===== src/verilog/isbioe_pkg.sv =====
/*
 * shared types and constants of the sixteen-line serial i/o expander:
 * pin bundles, bus states, register selects and reset values.
 * assumes a single 100 MHz clock that oversamples the serial bus.
 */
`default_nettype none

package isbioe_pkg;

	// --------------------------------------------------------------
	// pin and register bundles
	// --------------------------------------------------------------
	typedef struct packed {
		logic [7:0] port_b;
		logic [7:0] port_a;
	} isbioe_lines_type;

	typedef enum logic [2:0] {
		ST_IDLE,
		ST_ADDR,
		ST_CMD,
		ST_WDATA,
		ST_RDATA
	} isbioe_state_type;

	// --------------------------------------------------------------
	// register selects carried in the command byte
	// --------------------------------------------------------------
	localparam logic [2:0] REG_IN0 = 3'h0;
	localparam logic [2:0] REG_IN1 = 3'h1;
	localparam logic [2:0] REG_OUT0 = 3'h2;
	localparam logic [2:0] REG_OUT1 = 3'h3;
	localparam logic [2:0] REG_POL0 = 3'h4;
	localparam logic [2:0] REG_POL1 = 3'h5;
	localparam logic [2:0] REG_CFG0 = 3'h6;
	localparam logic [2:0] REG_CFG1 = 3'h7;

	// reset values of one byte of each register kind
	localparam logic [7:0] OUT_RST = 8'hff;
	localparam logic [7:0] POL_RST = 8'h00;
	localparam logic [7:0] CFG_RST = 8'hff;
	localparam logic [15:0] LINES_ZERO = 16'h0000;

	// --------------------------------------------------------------
	// serial bus constants
	// --------------------------------------------------------------
	localparam logic [4:0] DEV_ADDR_FIXED = 5'h1d; // upper five bits of 0x74
	localparam logic RW_READ = 1'b1;
	localparam logic [3:0] BIT_ZERO = 4'h0;
	localparam logic [3:0] BIT_ONE = 4'h1;
	localparam logic [3:0] BITS_PER_BYTE = 4'h8;
	localparam int MCLK_KHZ = 100000;
	localparam int SCL_MAX_KHZ = 400;
	localparam int SCL_PERIOD_CYC = MCLK_KHZ / SCL_MAX_KHZ;

	// true for the two read-only input registers
	function automatic logic is_input_reg(input logic [2:0] sel);
		is_input_reg = (sel[2:1] == REG_IN0[2:1]);
	endfunction

endpackage

`default_nettype wire


===== src/verilog/isbioe_regfile.sv =====
/*
 * register file of the expander: output, polarity and direction bytes
 * for both groups, plus a registered read port that also serves the
 * polarity-corrected input levels.
 * assumes writes arrive as one-cycle strobes from the serial engine.
 */
`timescale 1ns/100ps
`default_nettype none

module isbioe_regfile (
	// clock and reset
	input wire logic i_mclk,
	input wire logic i_rst,
	input wire logic i_clear,
	// write port
	input wire logic i_wr_en,
	input wire logic [2:0] i_wr_addr,
	input wire logic [7:0] i_wr_data,
	// read port
	input wire logic [2:0] i_rd_addr,
	input wire isbioe_pkg::isbioe_lines_type i_pins,
	output logic [7:0] o_rd_data,
	// register contents
	output isbioe_pkg::isbioe_lines_type o_out,
	output isbioe_pkg::isbioe_lines_type o_pol,
	output isbioe_pkg::isbioe_lines_type o_cfg
);
	import isbioe_pkg::*;

	logic [1:0][7:0] out_q, out_d, pol_q, pol_d, cfg_q, cfg_d;
	logic [7:0] rd_q, rd_d;
	logic [1:0][7:0] in_val;

	// --------------------------------------------------------------
	// write side
	// --------------------------------------------------------------
	// next values per group; input selects match nothing here
	always_comb begin
		out_d = out_q;
		pol_d = pol_q;
		cfg_d = cfg_q;
		for (int g = 0; g < 2; g++) begin
			if (i_clear) begin
				out_d[g] = OUT_RST;
				pol_d[g] = POL_RST;
				cfg_d[g] = CFG_RST;
			end else if (i_wr_en && !is_input_reg(i_wr_addr)) begin
				if (i_wr_addr == (REG_OUT0 | 3'(g))) begin
					out_d[g] = i_wr_data;
				end else if (i_wr_addr == (REG_POL0 | 3'(g))) begin
					pol_d[g] = i_wr_data;
				end else if (i_wr_addr == (REG_CFG0 | 3'(g))) begin
					cfg_d[g] = i_wr_data;
				end
			end
		end
	end

	// --------------------------------------------------------------
	// read side
	// --------------------------------------------------------------
	// inverted reading where the polarity bit is set
	generate
		for (genvar g = 0; g < 2; g++) begin : g_inval
			assign in_val[g] = i_pins[g*8 +: 8] ^ pol_q[g];
		end
	endgenerate

	// registered read keeps the serial shifter off a long mux path
	always_comb begin
		rd_d = rd_q;
		if (i_rd_addr[2:1] == REG_IN0[2:1]) begin
			rd_d = in_val[i_rd_addr[0]];
		end else if (i_rd_addr[2:1] == REG_OUT0[2:1]) begin
			rd_d = out_q[i_rd_addr[0]];
		end else if (i_rd_addr[2:1] == REG_POL0[2:1]) begin
			rd_d = pol_q[i_rd_addr[0]];
		end else begin
			rd_d = cfg_q[i_rd_addr[0]];
		end
	end

	always_ff @(posedge i_mclk or posedge i_rst) begin
		if (i_rst) begin
			out_q <= {OUT_RST, OUT_RST};
			pol_q <= {POL_RST, POL_RST};
			cfg_q <= {CFG_RST, CFG_RST};
			rd_q <= POL_RST;
		end else begin
			out_q <= out_d;
			pol_q <= pol_d;
			cfg_q <= cfg_d;
			rd_q <= rd_d;
		end
	end

	assign o_rd_data = rd_q;
	assign o_out = out_q;
	assign o_pol = pol_q;
	assign o_cfg = cfg_q;
endmodule

`default_nettype wire


===== src/verilog/isbioe_top.sv =====
/*
 * sixteen-line serial i/o expander: bus target engine, input capture,
 * change alert and the pin drivers, around the register file.
 * assumes scl, sda, pins and straps are already synchronous to i_mclk
 * and that the bus clock stays at or below fast-mode rate.
 */
// Notes on behaviour
// - two eight-bit groups each of direction, input, output, polarity.
// - after reset every line is an input with drivers off.
// - master writes direction bits; each line follows its written bit.
// - polarity bit set reports the inverted level in the input register.
// - every register reads back its current contents.
// - reset pin low restores defaults and resets the bus engine.
// - alert asserts low when any pin differs from its captured value.
// - two strap pins set the low address bits; four devices per bus.
// - output lines keep driving the latched output value until rewritten.
// - bus works up to fast-mode rate; master never clocks faster.
// - address is 0x74 plus the two strap bits, up to 0x77.
// - command byte after write address; low three bits pick register.
// - writes to the two input registers are ignored.
// - last command stays selected for reads until a new command.
`timescale 1ns/100ps
`default_nettype none

module isbioe_top (
	// clock and resets
	input wire logic i_mclk,
	input wire logic i_rst,
	input wire logic i_reset_n,
	// address straps
	input wire logic i_addr_select_lo,
	input wire logic i_addr_select_hi,
	// serial bus, open drain
	input wire logic i_scl,
	input wire logic i_sda,
	output logic o_sda,
	output logic o_sda_oe_n,
	// i/o lines
	input wire isbioe_pkg::isbioe_lines_type i_port_lines,
	output isbioe_pkg::isbioe_lines_type o_port_lines,
	output isbioe_pkg::isbioe_lines_type o_port_lines_oe_n,
	// change alert, open drain
	output logic o_alert,
	output logic o_alert_oe_n
);
	import isbioe_pkg::*;

	// --------------------------------------------------------------
	// declarations
	// --------------------------------------------------------------
	logic scl_q, scl_d, sda_q, sda_d, scl_p_q, scl_p_d, sda_p_q, sda_p_d;
	isbioe_state_type state_q, state_d;
	logic [3:0] bit_q, bit_d;
	logic [7:0] shift_q, shift_d;
	logic oe_n_q, oe_n_d;
	logic ack_ph_q, ack_ph_d;
	logic rw_q, rw_d;
	logic nack_q, nack_d;
	logic [2:0] cmd_q, cmd_d;
	isbioe_lines_type cap_q, cap_d;
	logic armed_q, armed_d;
	logic alert_q, alert_d;
	logic start_ev, stop_ev, rise_ev, fall_ev, byte_end;
	logic load_rd, wr_en;
	logic [6:0] dev_addr;
	logic [7:0] rd_data;
	isbioe_lines_type out_lines, pol_lines, cfg_lines;

	// --------------------------------------------------------------
	// bus sampling and events
	// --------------------------------------------------------------
	// four edges per 400 kHz bit leave ~60 samples per phase
	always_comb begin
		scl_d = i_scl;
		sda_d = i_sda;
		scl_p_d = scl_q;
		sda_p_d = sda_q;
		if (!i_reset_n) begin
			scl_d = 1'b1;
			sda_d = 1'b1;
			scl_p_d = 1'b1;
			sda_p_d = 1'b1;
		end
	end

	always_ff @(posedge i_mclk or posedge i_rst) begin
		if (i_rst) begin
			scl_q <= 1'b1;
			sda_q <= 1'b1;
			scl_p_q <= 1'b1;
			sda_p_q <= 1'b1;
		end else begin
			scl_q <= scl_d;
			sda_q <= sda_d;
			scl_p_q <= scl_p_d;
			sda_p_q <= sda_p_d;
		end
	end

	assign start_ev = scl_q && scl_p_q && sda_p_q && !sda_q;
	assign stop_ev = scl_q && scl_p_q && !sda_p_q && sda_q;
	assign rise_ev = scl_q && !scl_p_q;
	assign fall_ev = !scl_q && scl_p_q;
	assign byte_end = fall_ev && !ack_ph_q && bit_q == BITS_PER_BYTE;
	assign dev_addr = {DEV_ADDR_FIXED, i_addr_select_hi,
		i_addr_select_lo};
	assign wr_en = i_reset_n && byte_end && state_q == ST_WDATA;

	// --------------------------------------------------------------
	// bus target engine and input capture
	// --------------------------------------------------------------
	// sda only changes on scl falls, so start and stop never collide
	always_comb begin
		state_d = state_q;
		bit_d = bit_q;
		shift_d = shift_q;
		oe_n_d = oe_n_q;
		ack_ph_d = ack_ph_q;
		rw_d = rw_q;
		nack_d = nack_q;
		cmd_d = cmd_q;
		cap_d = cap_q;
		armed_d = 1'b1;
		load_rd = 1'b0;
		alert_d = armed_q && (i_port_lines != cap_q);
		if (!armed_q) begin
			cap_d = i_port_lines;
		end
		if (!i_reset_n) begin
			state_d = ST_IDLE;
			bit_d = BIT_ZERO;
			shift_d = POL_RST;
			oe_n_d = 1'b1;
			ack_ph_d = 1'b0;
			rw_d = 1'b0;
			nack_d = 1'b0;
			cmd_d = REG_IN0;
			armed_d = 1'b0;
			alert_d = 1'b0;
		end else if (start_ev) begin
			state_d = ST_ADDR;
			bit_d = BIT_ZERO;
			oe_n_d = 1'b1;
			ack_ph_d = 1'b0;
		end else if (stop_ev) begin
			state_d = ST_IDLE;
			oe_n_d = 1'b1;
			ack_ph_d = 1'b0;
		end else if (rise_ev && state_q != ST_IDLE) begin
			if (ack_ph_q) begin
				nack_d = sda_q; // master ack after a read byte
			end else begin
				shift_d = {shift_q[6:0], sda_q};
				bit_d = bit_q + BIT_ONE;
				if (state_q == ST_RDATA) begin
					shift_d = {shift_q[6:0], 1'b0};
				end
			end
		end else if (fall_ev && state_q != ST_IDLE) begin
			if (byte_end) begin
				ack_ph_d = 1'b1;
				case (state_q)
					ST_ADDR: begin
						rw_d = shift_q[0];
						oe_n_d = (shift_q[7:1] != dev_addr);
					end
					ST_CMD: begin
						cmd_d = shift_q[2:0];
						oe_n_d = 1'b0;
					end
					ST_WDATA: begin
						oe_n_d = 1'b0;
					end
					default: begin
						oe_n_d = 1'b1; // master owns the ack slot
					end
				endcase
			end else if (ack_ph_q) begin
				ack_ph_d = 1'b0;
				bit_d = BIT_ZERO;
				oe_n_d = 1'b1;
				case (state_q)
					ST_ADDR: begin
						if (oe_n_q) begin
							state_d = ST_IDLE; // not ours
						end else if (rw_q == RW_READ) begin
							state_d = ST_RDATA;
							load_rd = 1'b1;
						end else begin
							state_d = ST_CMD;
						end
					end
					ST_CMD: begin
						state_d = ST_WDATA;
					end
					ST_RDATA: begin
						if (nack_q) begin
							state_d = ST_IDLE;
						end else begin
							load_rd = 1'b1;
						end
					end
					default: begin
						state_d = state_q;
					end
				endcase
			end else if (state_q == ST_RDATA) begin
				oe_n_d = shift_q[7];
			end
		end
		// first data bit goes out; reading an input re-arms its alert
		if (load_rd) begin
			shift_d = rd_data;
			oe_n_d = rd_data[7];
			if (cmd_q == REG_IN0) begin
				cap_d.port_a = i_port_lines.port_a;
			end else if (cmd_q == REG_IN1) begin
				cap_d.port_b = i_port_lines.port_b;
			end
		end
	end

	always_ff @(posedge i_mclk or posedge i_rst) begin
		if (i_rst) begin
			state_q <= ST_IDLE;
			bit_q <= BIT_ZERO;
			shift_q <= POL_RST;
			oe_n_q <= 1'b1;
			ack_ph_q <= 1'b0;
			rw_q <= 1'b0;
			nack_q <= 1'b0;
			cmd_q <= REG_IN0;
			cap_q <= LINES_ZERO;
			armed_q <= 1'b0;
			alert_q <= 1'b0;
		end else begin
			state_q <= state_d;
			bit_q <= bit_d;
			shift_q <= shift_d;
			oe_n_q <= oe_n_d;
			ack_ph_q <= ack_ph_d;
			rw_q <= rw_d;
			nack_q <= nack_d;
			cmd_q <= cmd_d;
			cap_q <= cap_d;
			armed_q <= armed_d;
			alert_q <= alert_d;
		end
	end

	// --------------------------------------------------------------
	// register file, two groups of each kind
	// --------------------------------------------------------------
	isbioe_regfile u_regs (
		.i_mclk(i_mclk),
		.i_rst(i_rst),
		.i_clear(!i_reset_n),
		.i_wr_en(wr_en),
		.i_wr_addr(cmd_q),
		.i_wr_data(shift_q),
		.i_rd_addr(cmd_q),
		.i_pins(i_port_lines),
		.o_rd_data(rd_data),
		.o_out(out_lines),
		.o_pol(pol_lines),
		.o_cfg(cfg_lines)
	);

	// --------------------------------------------------------------
	// pin drivers
	// --------------------------------------------------------------
	// direction one leaves a line undriven; open drains only pull low
	assign o_port_lines = out_lines;
	assign o_port_lines_oe_n = cfg_lines;
	assign o_sda = 1'b0;
	assign o_sda_oe_n = oe_n_q;
	assign o_alert = 1'b0;
	assign o_alert_oe_n = !alert_q;
endmodule

`default_nettype wire


===== config.mk =====
export PLATFORM = sky130hd
export DESIGN_NAME = isbioe_top
export DESIGN_NICKNAME = d
export VERILOG_FILES = /design/src/verilog/isbioe_pkg.sv /design/src/verilog/isbioe_regfile.sv /design/src/verilog/isbioe_top.sv
export SDC_FILE = /design/constraint.sdc
export NUM_CORES = 1
export LEC_CHECK = 0
export BUFFER_PORTS_ARGS = -buffer_cell sky130_fd_sc_hd__buf_2
export CORE_ASPECT_RATIO = 0.5
export CORE_MARGIN = 1
export CORE_UTILIZATION = 55
export CTS_BUF_LIST = sky130_fd_sc_hd__clkbuf_4 sky130_fd_sc_hd__clkbuf_8
export DETAILED_ROUTE_END_ITERATION = 6
export GPL_ROUTABILITY_DRIVEN = 0
export GPL_TIMING_DRIVEN = 0
export PLACE_DENSITY = 0.78
export SLEW_MARGIN = 20
export SYNTH_ARGS = -nofsm -noshare
export SYNTH_HDL_FRONTEND = slang
export SYNTH_SLANG_ARGS = --single-unit

===== constraint.sdc =====
create_clock -name i_mclk -period 2.97 [get_ports i_mclk]
set_clock_uncertainty 0.2 [all_clocks]
set_input_delay 0.4455 -clock i_mclk [delete_from_list [all_inputs] [get_ports i_mclk]]
set_output_delay 0.4455 -clock i_mclk [all_outputs]
set_load 0.02 [all_outputs]

-- Word-level counts from Yosys, hierarchy flattened
Cells that the tools add are included.
- bitwise gates (word level): 2
- mux-type cells: 118
- reductions and logical operators: 40
- add/subtract/negate cells: 1
- shifts and indexed selects: 0
- magnitude comparators: 1
- eq/ne operators: 54
- div/mod/pow operators: 0
- multiply operators: 0
- operators with widths (operator ; count):
    8-bit two-way mux ; 44
    3-bit two-way mux ; 17
    1-bit two-way mux ; 44
    16-bit two-way mux ; 2
    4-bit two-way mux ; 8
    2-bit by 1-bit != test with 1-bit output (second input constant) ; 13
    6-bit AND reduction ; 3
    16-bit != test ; 1
    4-bit by 1-bit != test with 1-bit output (second input constant) ; 4
    4-bit AND reduction ; 4
    8-bit XOR ; 2
    3-bit equality test (second input constant) ; 5
    1-bit logical AND ; 15
    2-bit != test (second input constant) ; 7
    3-bit by 2-bit equality test with 1-bit output (second input constant) ; 4
    4-bit != test (second input constant) ; 3
    5-bit != test (second input constant) ; 2
    3-bit by 2-bit != test with 1-bit output (second input constant) ; 3
    3-bit one-hot mux with 3 select lines ; 1
    3-bit AND reduction ; 3
    1-bit zero test ; 7
    7-bit by 1-bit != test with 1-bit output (second input constant) ; 1
    7-bit != test ; 1
    3-bit by 1-bit equality test with 1-bit output (second input constant) ; 2
    17 further kinds ; 20
- memory bits (read-only): 0
- input port bits: 23
- memory bits (writable): 0
- latch bits: 0
- register bits: 100
- logic and storage cells: 239
- memories: 0

-- Depth between registers and ports, before layout
- depth in word-level cells: 12
- mapped depth: 7
- depth with buffers taken out: 6

-- Cells and area by module
Synthesis repeated with hierarchy kept, for this count alone.
- cells, all modules: 488
- area total of the unflattened synthesis: 5345.1 um^2
- modules (own cells, without submodules) (module ; sequential area each (um^2) ; instances ; area an instance (um^2) ; cells each):
    isbioe_regfile ; 1441.4 ; 1 ; 2947.8 ; 270
    isbioe_top ; 1107.3 ; 1 ; 2397.3 ; 218

-- Worst setup path before layout
Ideal clock, no wire load.
- path kind: register to register
- start: register scl_p_q
- end: register u_regs.cfg_q, in the netlist u_regs.o_cfg[0]
- path buffers: 3
- data required time: 2.686 ns
- cell stages (with the launch flop): 8
- period minus slack after synthesis: 2.300 ns
- library setup time: 0.084 ns
- arrival time: 2.015 ns
- slack: 0.670 ns
- path through: dfstp_2 buf_4 or3b_4 buf_6 nor4_4 and2_1 buf_2 a21oi_1
- word-level cells in the longest chain between the ends: 8
- RTL lines (item ; line ; RTL):
    start, declared ; isbioe_top.sv:51 ; logic scl_q, scl_d, sda_q, sda_d, scl_p_q, scl_p_d, sda_p_q, sda_p_d;
    start signal, assigned ; isbioe_top.sv:95 ; scl_p_q <= scl_p_d;
    1-bit logical AND ; isbioe_top.sv:103 ; assign fall_ev = !scl_q && scl_p_q;
    1-bit logical AND (2 in series) ; isbioe_top.sv:104 ; assign byte_end = fall_ev && !ack_ph_q && bit_q == BITS_PER_BYTE;
    1-bit logical AND (2 in series) ; isbioe_top.sv:107 ; assign wr_en = i_reset_n && byte_end && state_q == ST_WDATA;
    1-bit logical AND ; isbioe_regfile.sv:47 ; end else if (i_wr_en && !is_input_reg(i_wr_addr)) begin
    2-bit by 1-bit != test with 1-bit output (no source line) ; -- ;
    4-bit AND reduction (no source line) ; -- ;
    end signal, assigned ; isbioe_regfile.sv:87 ; cfg_q <= {CFG_RST, CFG_RST};
    end signal, assigned ; isbioe_regfile.sv:92 ; cfg_q <= cfg_d;
    end, declared ; isbioe_regfile.sv:30 ; logic [1:0][7:0] out_q, out_d, pol_q, pol_d, cfg_q, cfg_d;
Every way passes these cells.
A chain may end at the register's enable or synchronous reset.

==> impl_metrics.json <==
{
  "finalCriticalPeriod_ns": 2.77,
  "core_area_mm2": 0.00948,
  "final_cell_mix": "dfrtp_1 (63), buf_2 (60), mux2i_1 (46), dfstp_2 (37), nor2b_1 (36)",
  "hp-class": "in2reg",
  "start_kind": "register",
  "wl_per_cell_um": 20.1,
  "setup_tns_ns": 0,
  "initial_core_util": 0.570,
  "via_count": 4175,
  "synthTopCellsByArea": "dfrtp_1 (29%), dfstp_2 (18%), mux2i_1 (8.5%)",
  "combPwrFrac": 0.107,
  "cts_tree": "built",
  "post_cts_buffers": 0,
  "clk_pin_slew_ns": 0.10,
  "cp_data_required_time_ns": 3.04,
  "overflow": 0,
  "syn_to_final_growth_pct": 13.5,
  "grt_pass1_vias": 4069,
  "io_buffers": 56,
  "synth_area_mm2": 0.00541,
  "ys_seq_area_frac": 0.472,
  "routed_wl_mm": 13.9,
  "synth_flop_cell": "dfrtp_1",
  "die_x_um": 142,
  "via_per_inst": 6.05,
  "power_frac_seq": 0.546,
  "ys_ff_latch": 100,
  "cts_buffer_depth": 2,
  "grtUsageTotal": 0.287,
  "clk_latency_ns": 0.38,
  "avgSynthCellArea_um2": 11.3,
  "ir_drop_v": 0.000269,
  "antenna_found_initial": 0,
  "crit_arrival_ns": 2.84,
  "p_leak_nw": 2.60,
  "die_y_um": 72.1,
  "rsz0062_at_grt": "false",
  "hold_viol": 0,
  "nets": 575,
  "diodes": 0,
  "netlist-cell-type-count": 61,
  "yosysWarnings": 0,
  "synth_edf_count": 0,
  "cp_max_fo": 8,
  "pre_cts_ws_ns": 0.259,
  "final_common_cell": "dfrtp_1",
  "sw_frac_of_total": 0.269,
  "num_rows": 25,
  "pwr-share-clk": 0.347,
  "async_reset_ff_frac": 1.00,
  "drive_gt1_frac": 0.299,
  "syn_inst": 478,
  "ant_nets": 0,
  "report.final.slew_viol_count": 0,
  "htree_levels": 3,
  "status": "finished clean",
  "placed_cell_area_mm2": 0.00592,
  "p_int_mw": 1.92,
  "cts_buffers": 9,
  "grt_max_degree": 36,
  "dp_hpwl_mm": 10.1,
  "clock-sinks": 100,
  "cp-end-kind": "register",
  "timing.final.crit_share": 0.932,
  "dieArea_mm2": 0.0103,
  "cap_violations": 0,
  "drtIter0Drc": 334,
  "power.density_mw_per_mm2": 428,
  "setup_viol": 0,
  "root_buffer": "clkbuf_8",
  "power_switching_mw": 0.707,
  "max_slew_margin": 0.279,
  "grt_pass1_wl_mm": 21.7,
  "final_core_util": 0.648,
  "io_pins": 59,
  "cts.repair.resized": 0,
  "drtPass1Iterations": 6,
  "final_cell_area_mm2": 0.00614,
  "worstMarginPinSlew_ns": 1.07,
  "fmaxAchievable_ghz": 0.361,
  "yosys.area.top_type_share": 0.292,
  "drc_errors": 0,
  "synth_top_area_cell": "dfrtp_1",
  "fillerInstances": 736,
  "fin_ws_ns": 0.201,
  "path_class": "reg2reg"
}
synthesized netlist by cell type, types with 3 or more instances:
library cell and n:
dfrtp_1 63, mux2i_1 46, dfstp_2 37, nor2b_1 36, xor2_1 26, nor2_1 25
o21ai_0 24, a22oi_1 23, clkbuf_1 18, nand2_1 17, mux2_2 16, inv_1 11
o2bb2ai_1 11, a21oi_1 10, xnor2_1 9, mux4_2 8, a211oi_1 7, nand2b_1 7
nor3_1 6, nor4_1 6, buf_4 5, buf_2 4, a31o_2 3, and3b_1 3
nor3b_1 3, nor4_4 3, o21a_1 3, o311ai_0 3
per-layer routing:
| metal | routed length, um | vias up | global-route usage |
|---|---|---|---|
| li1 | - | 1871 | - |
| met2 | 6310 | 171 | 0.425 |
| met4 | 260 | 0 | 0.104 |
| met3 | 1090 | 26 | 0.0680 |
| met1 | 6200 | 2107 | 0.414 |
| met5 | 0 | - | 0 |
logic make-up (layout without fill, tap and decap cells):
family / Yosys count / count (layout) / share of synthesized area
AOI/OAI and AO/OA: 99 / 99 / 0.130
DFF: 100 / 100 / 0.472
buffers and inverters: 43 / 119 / 0.0370
other: 1 / 2 / 0.000694
and+or+nand+nor: 128 / 128 / 0.147
adders and majority gates: 2 / 2 / 0.00463
xor gates and xnor gates: 35 / 35 / 0.0567
muxes: 70 / 70 / 0.152
area by class of cell:
type,count,area (um^2),share of cell area
multi-input combinational,336,2660,0.433
sequential,100,2550,0.415
timing repair buffer,60,350,0.0571
tap,135,169,0.0275
buffer,30,151,0.0247
clock buffer,9,124,0.0202
clock inverter,7,81.3,0.0133
inverter,13,52.6,0.00856
power by group through the flow:
stage	registers, mW	logic [mW]	clock network, mW
6_report	1.43	0.280	0.912
5_1_grt	1.44	0.305	0.976
4_1_cts	1.43	0.279	0.926
3_5_place_dp	1.46	0.277	0
3_3_place_gp	1.46	0.261	0
2_1_floorplan	1.45	0.181	0
registers in the layout, summed over array words and instances (netlist names):
register and cells:
armed_q 1, sda_p_q 1, sda_q 1, u_regs.o_out 16, alert_q 1, cmd_q 3, state_q 3, nack_q 1
shift_q 8, rw_q 1, u_regs.o_cfg 16, bit_q 4, scl_p_q 1, u_regs.o_pol 16, o_sda_oe_n 1, u_regs.o_rd_data 8
scl_q 1, cap_q 16, ack_ph_q 1
worst paths after layout:
kind / start / end / slack [ns] / depth (start not counted)
max in group asynchronous: i_rst / o_sda_oe_n / 1.39 / 5
worst max-delay path: cmd_q[0] / cap_q[11] / 0.20 / 6
worst max register to register: cmd_q[0] / cap_q[11] / 0.20 / 6
worst min register to register: armed_q / alert_q / 0.32 / 1
min in group asynchronous: i_rst / bit_q[3] / 0.43 / 3
worst min-delay path: i_sda / sda_q / 0.05 / 2
stage by stage:
| step | std cells | power, mW | hold WS (ns) |
|---|---|---|---|
| after global routing | 690 | 2.72 | 0.0435 |
| after floorplan | 479 | 1.63 | 0.277 |
| after detailed placement | 673 | 1.74 | 0.285 |
| after global placement | 670 | 1.72 | 0.297 |
| after CTS | 690 | 2.64 | 0.0419 |
| final | 690 | 2.63 | 0.0523 |
critical path, cell delays in order (launching register included):
cell      delay, ns
dfrtp_1        0.34
buf_2          0.18
clkinv_1       0.26
nor3_1         0.79
a31o_2         0.26
buf_2          0.25
mux2_2         0.37
what timing repair did:
item                       CTS  global route
hold endpoints to repair     9             0
hold buffers                 1             0
setup endpoints to repair    0             0
No activity file was read; power rests on OpenSTA's default activity.
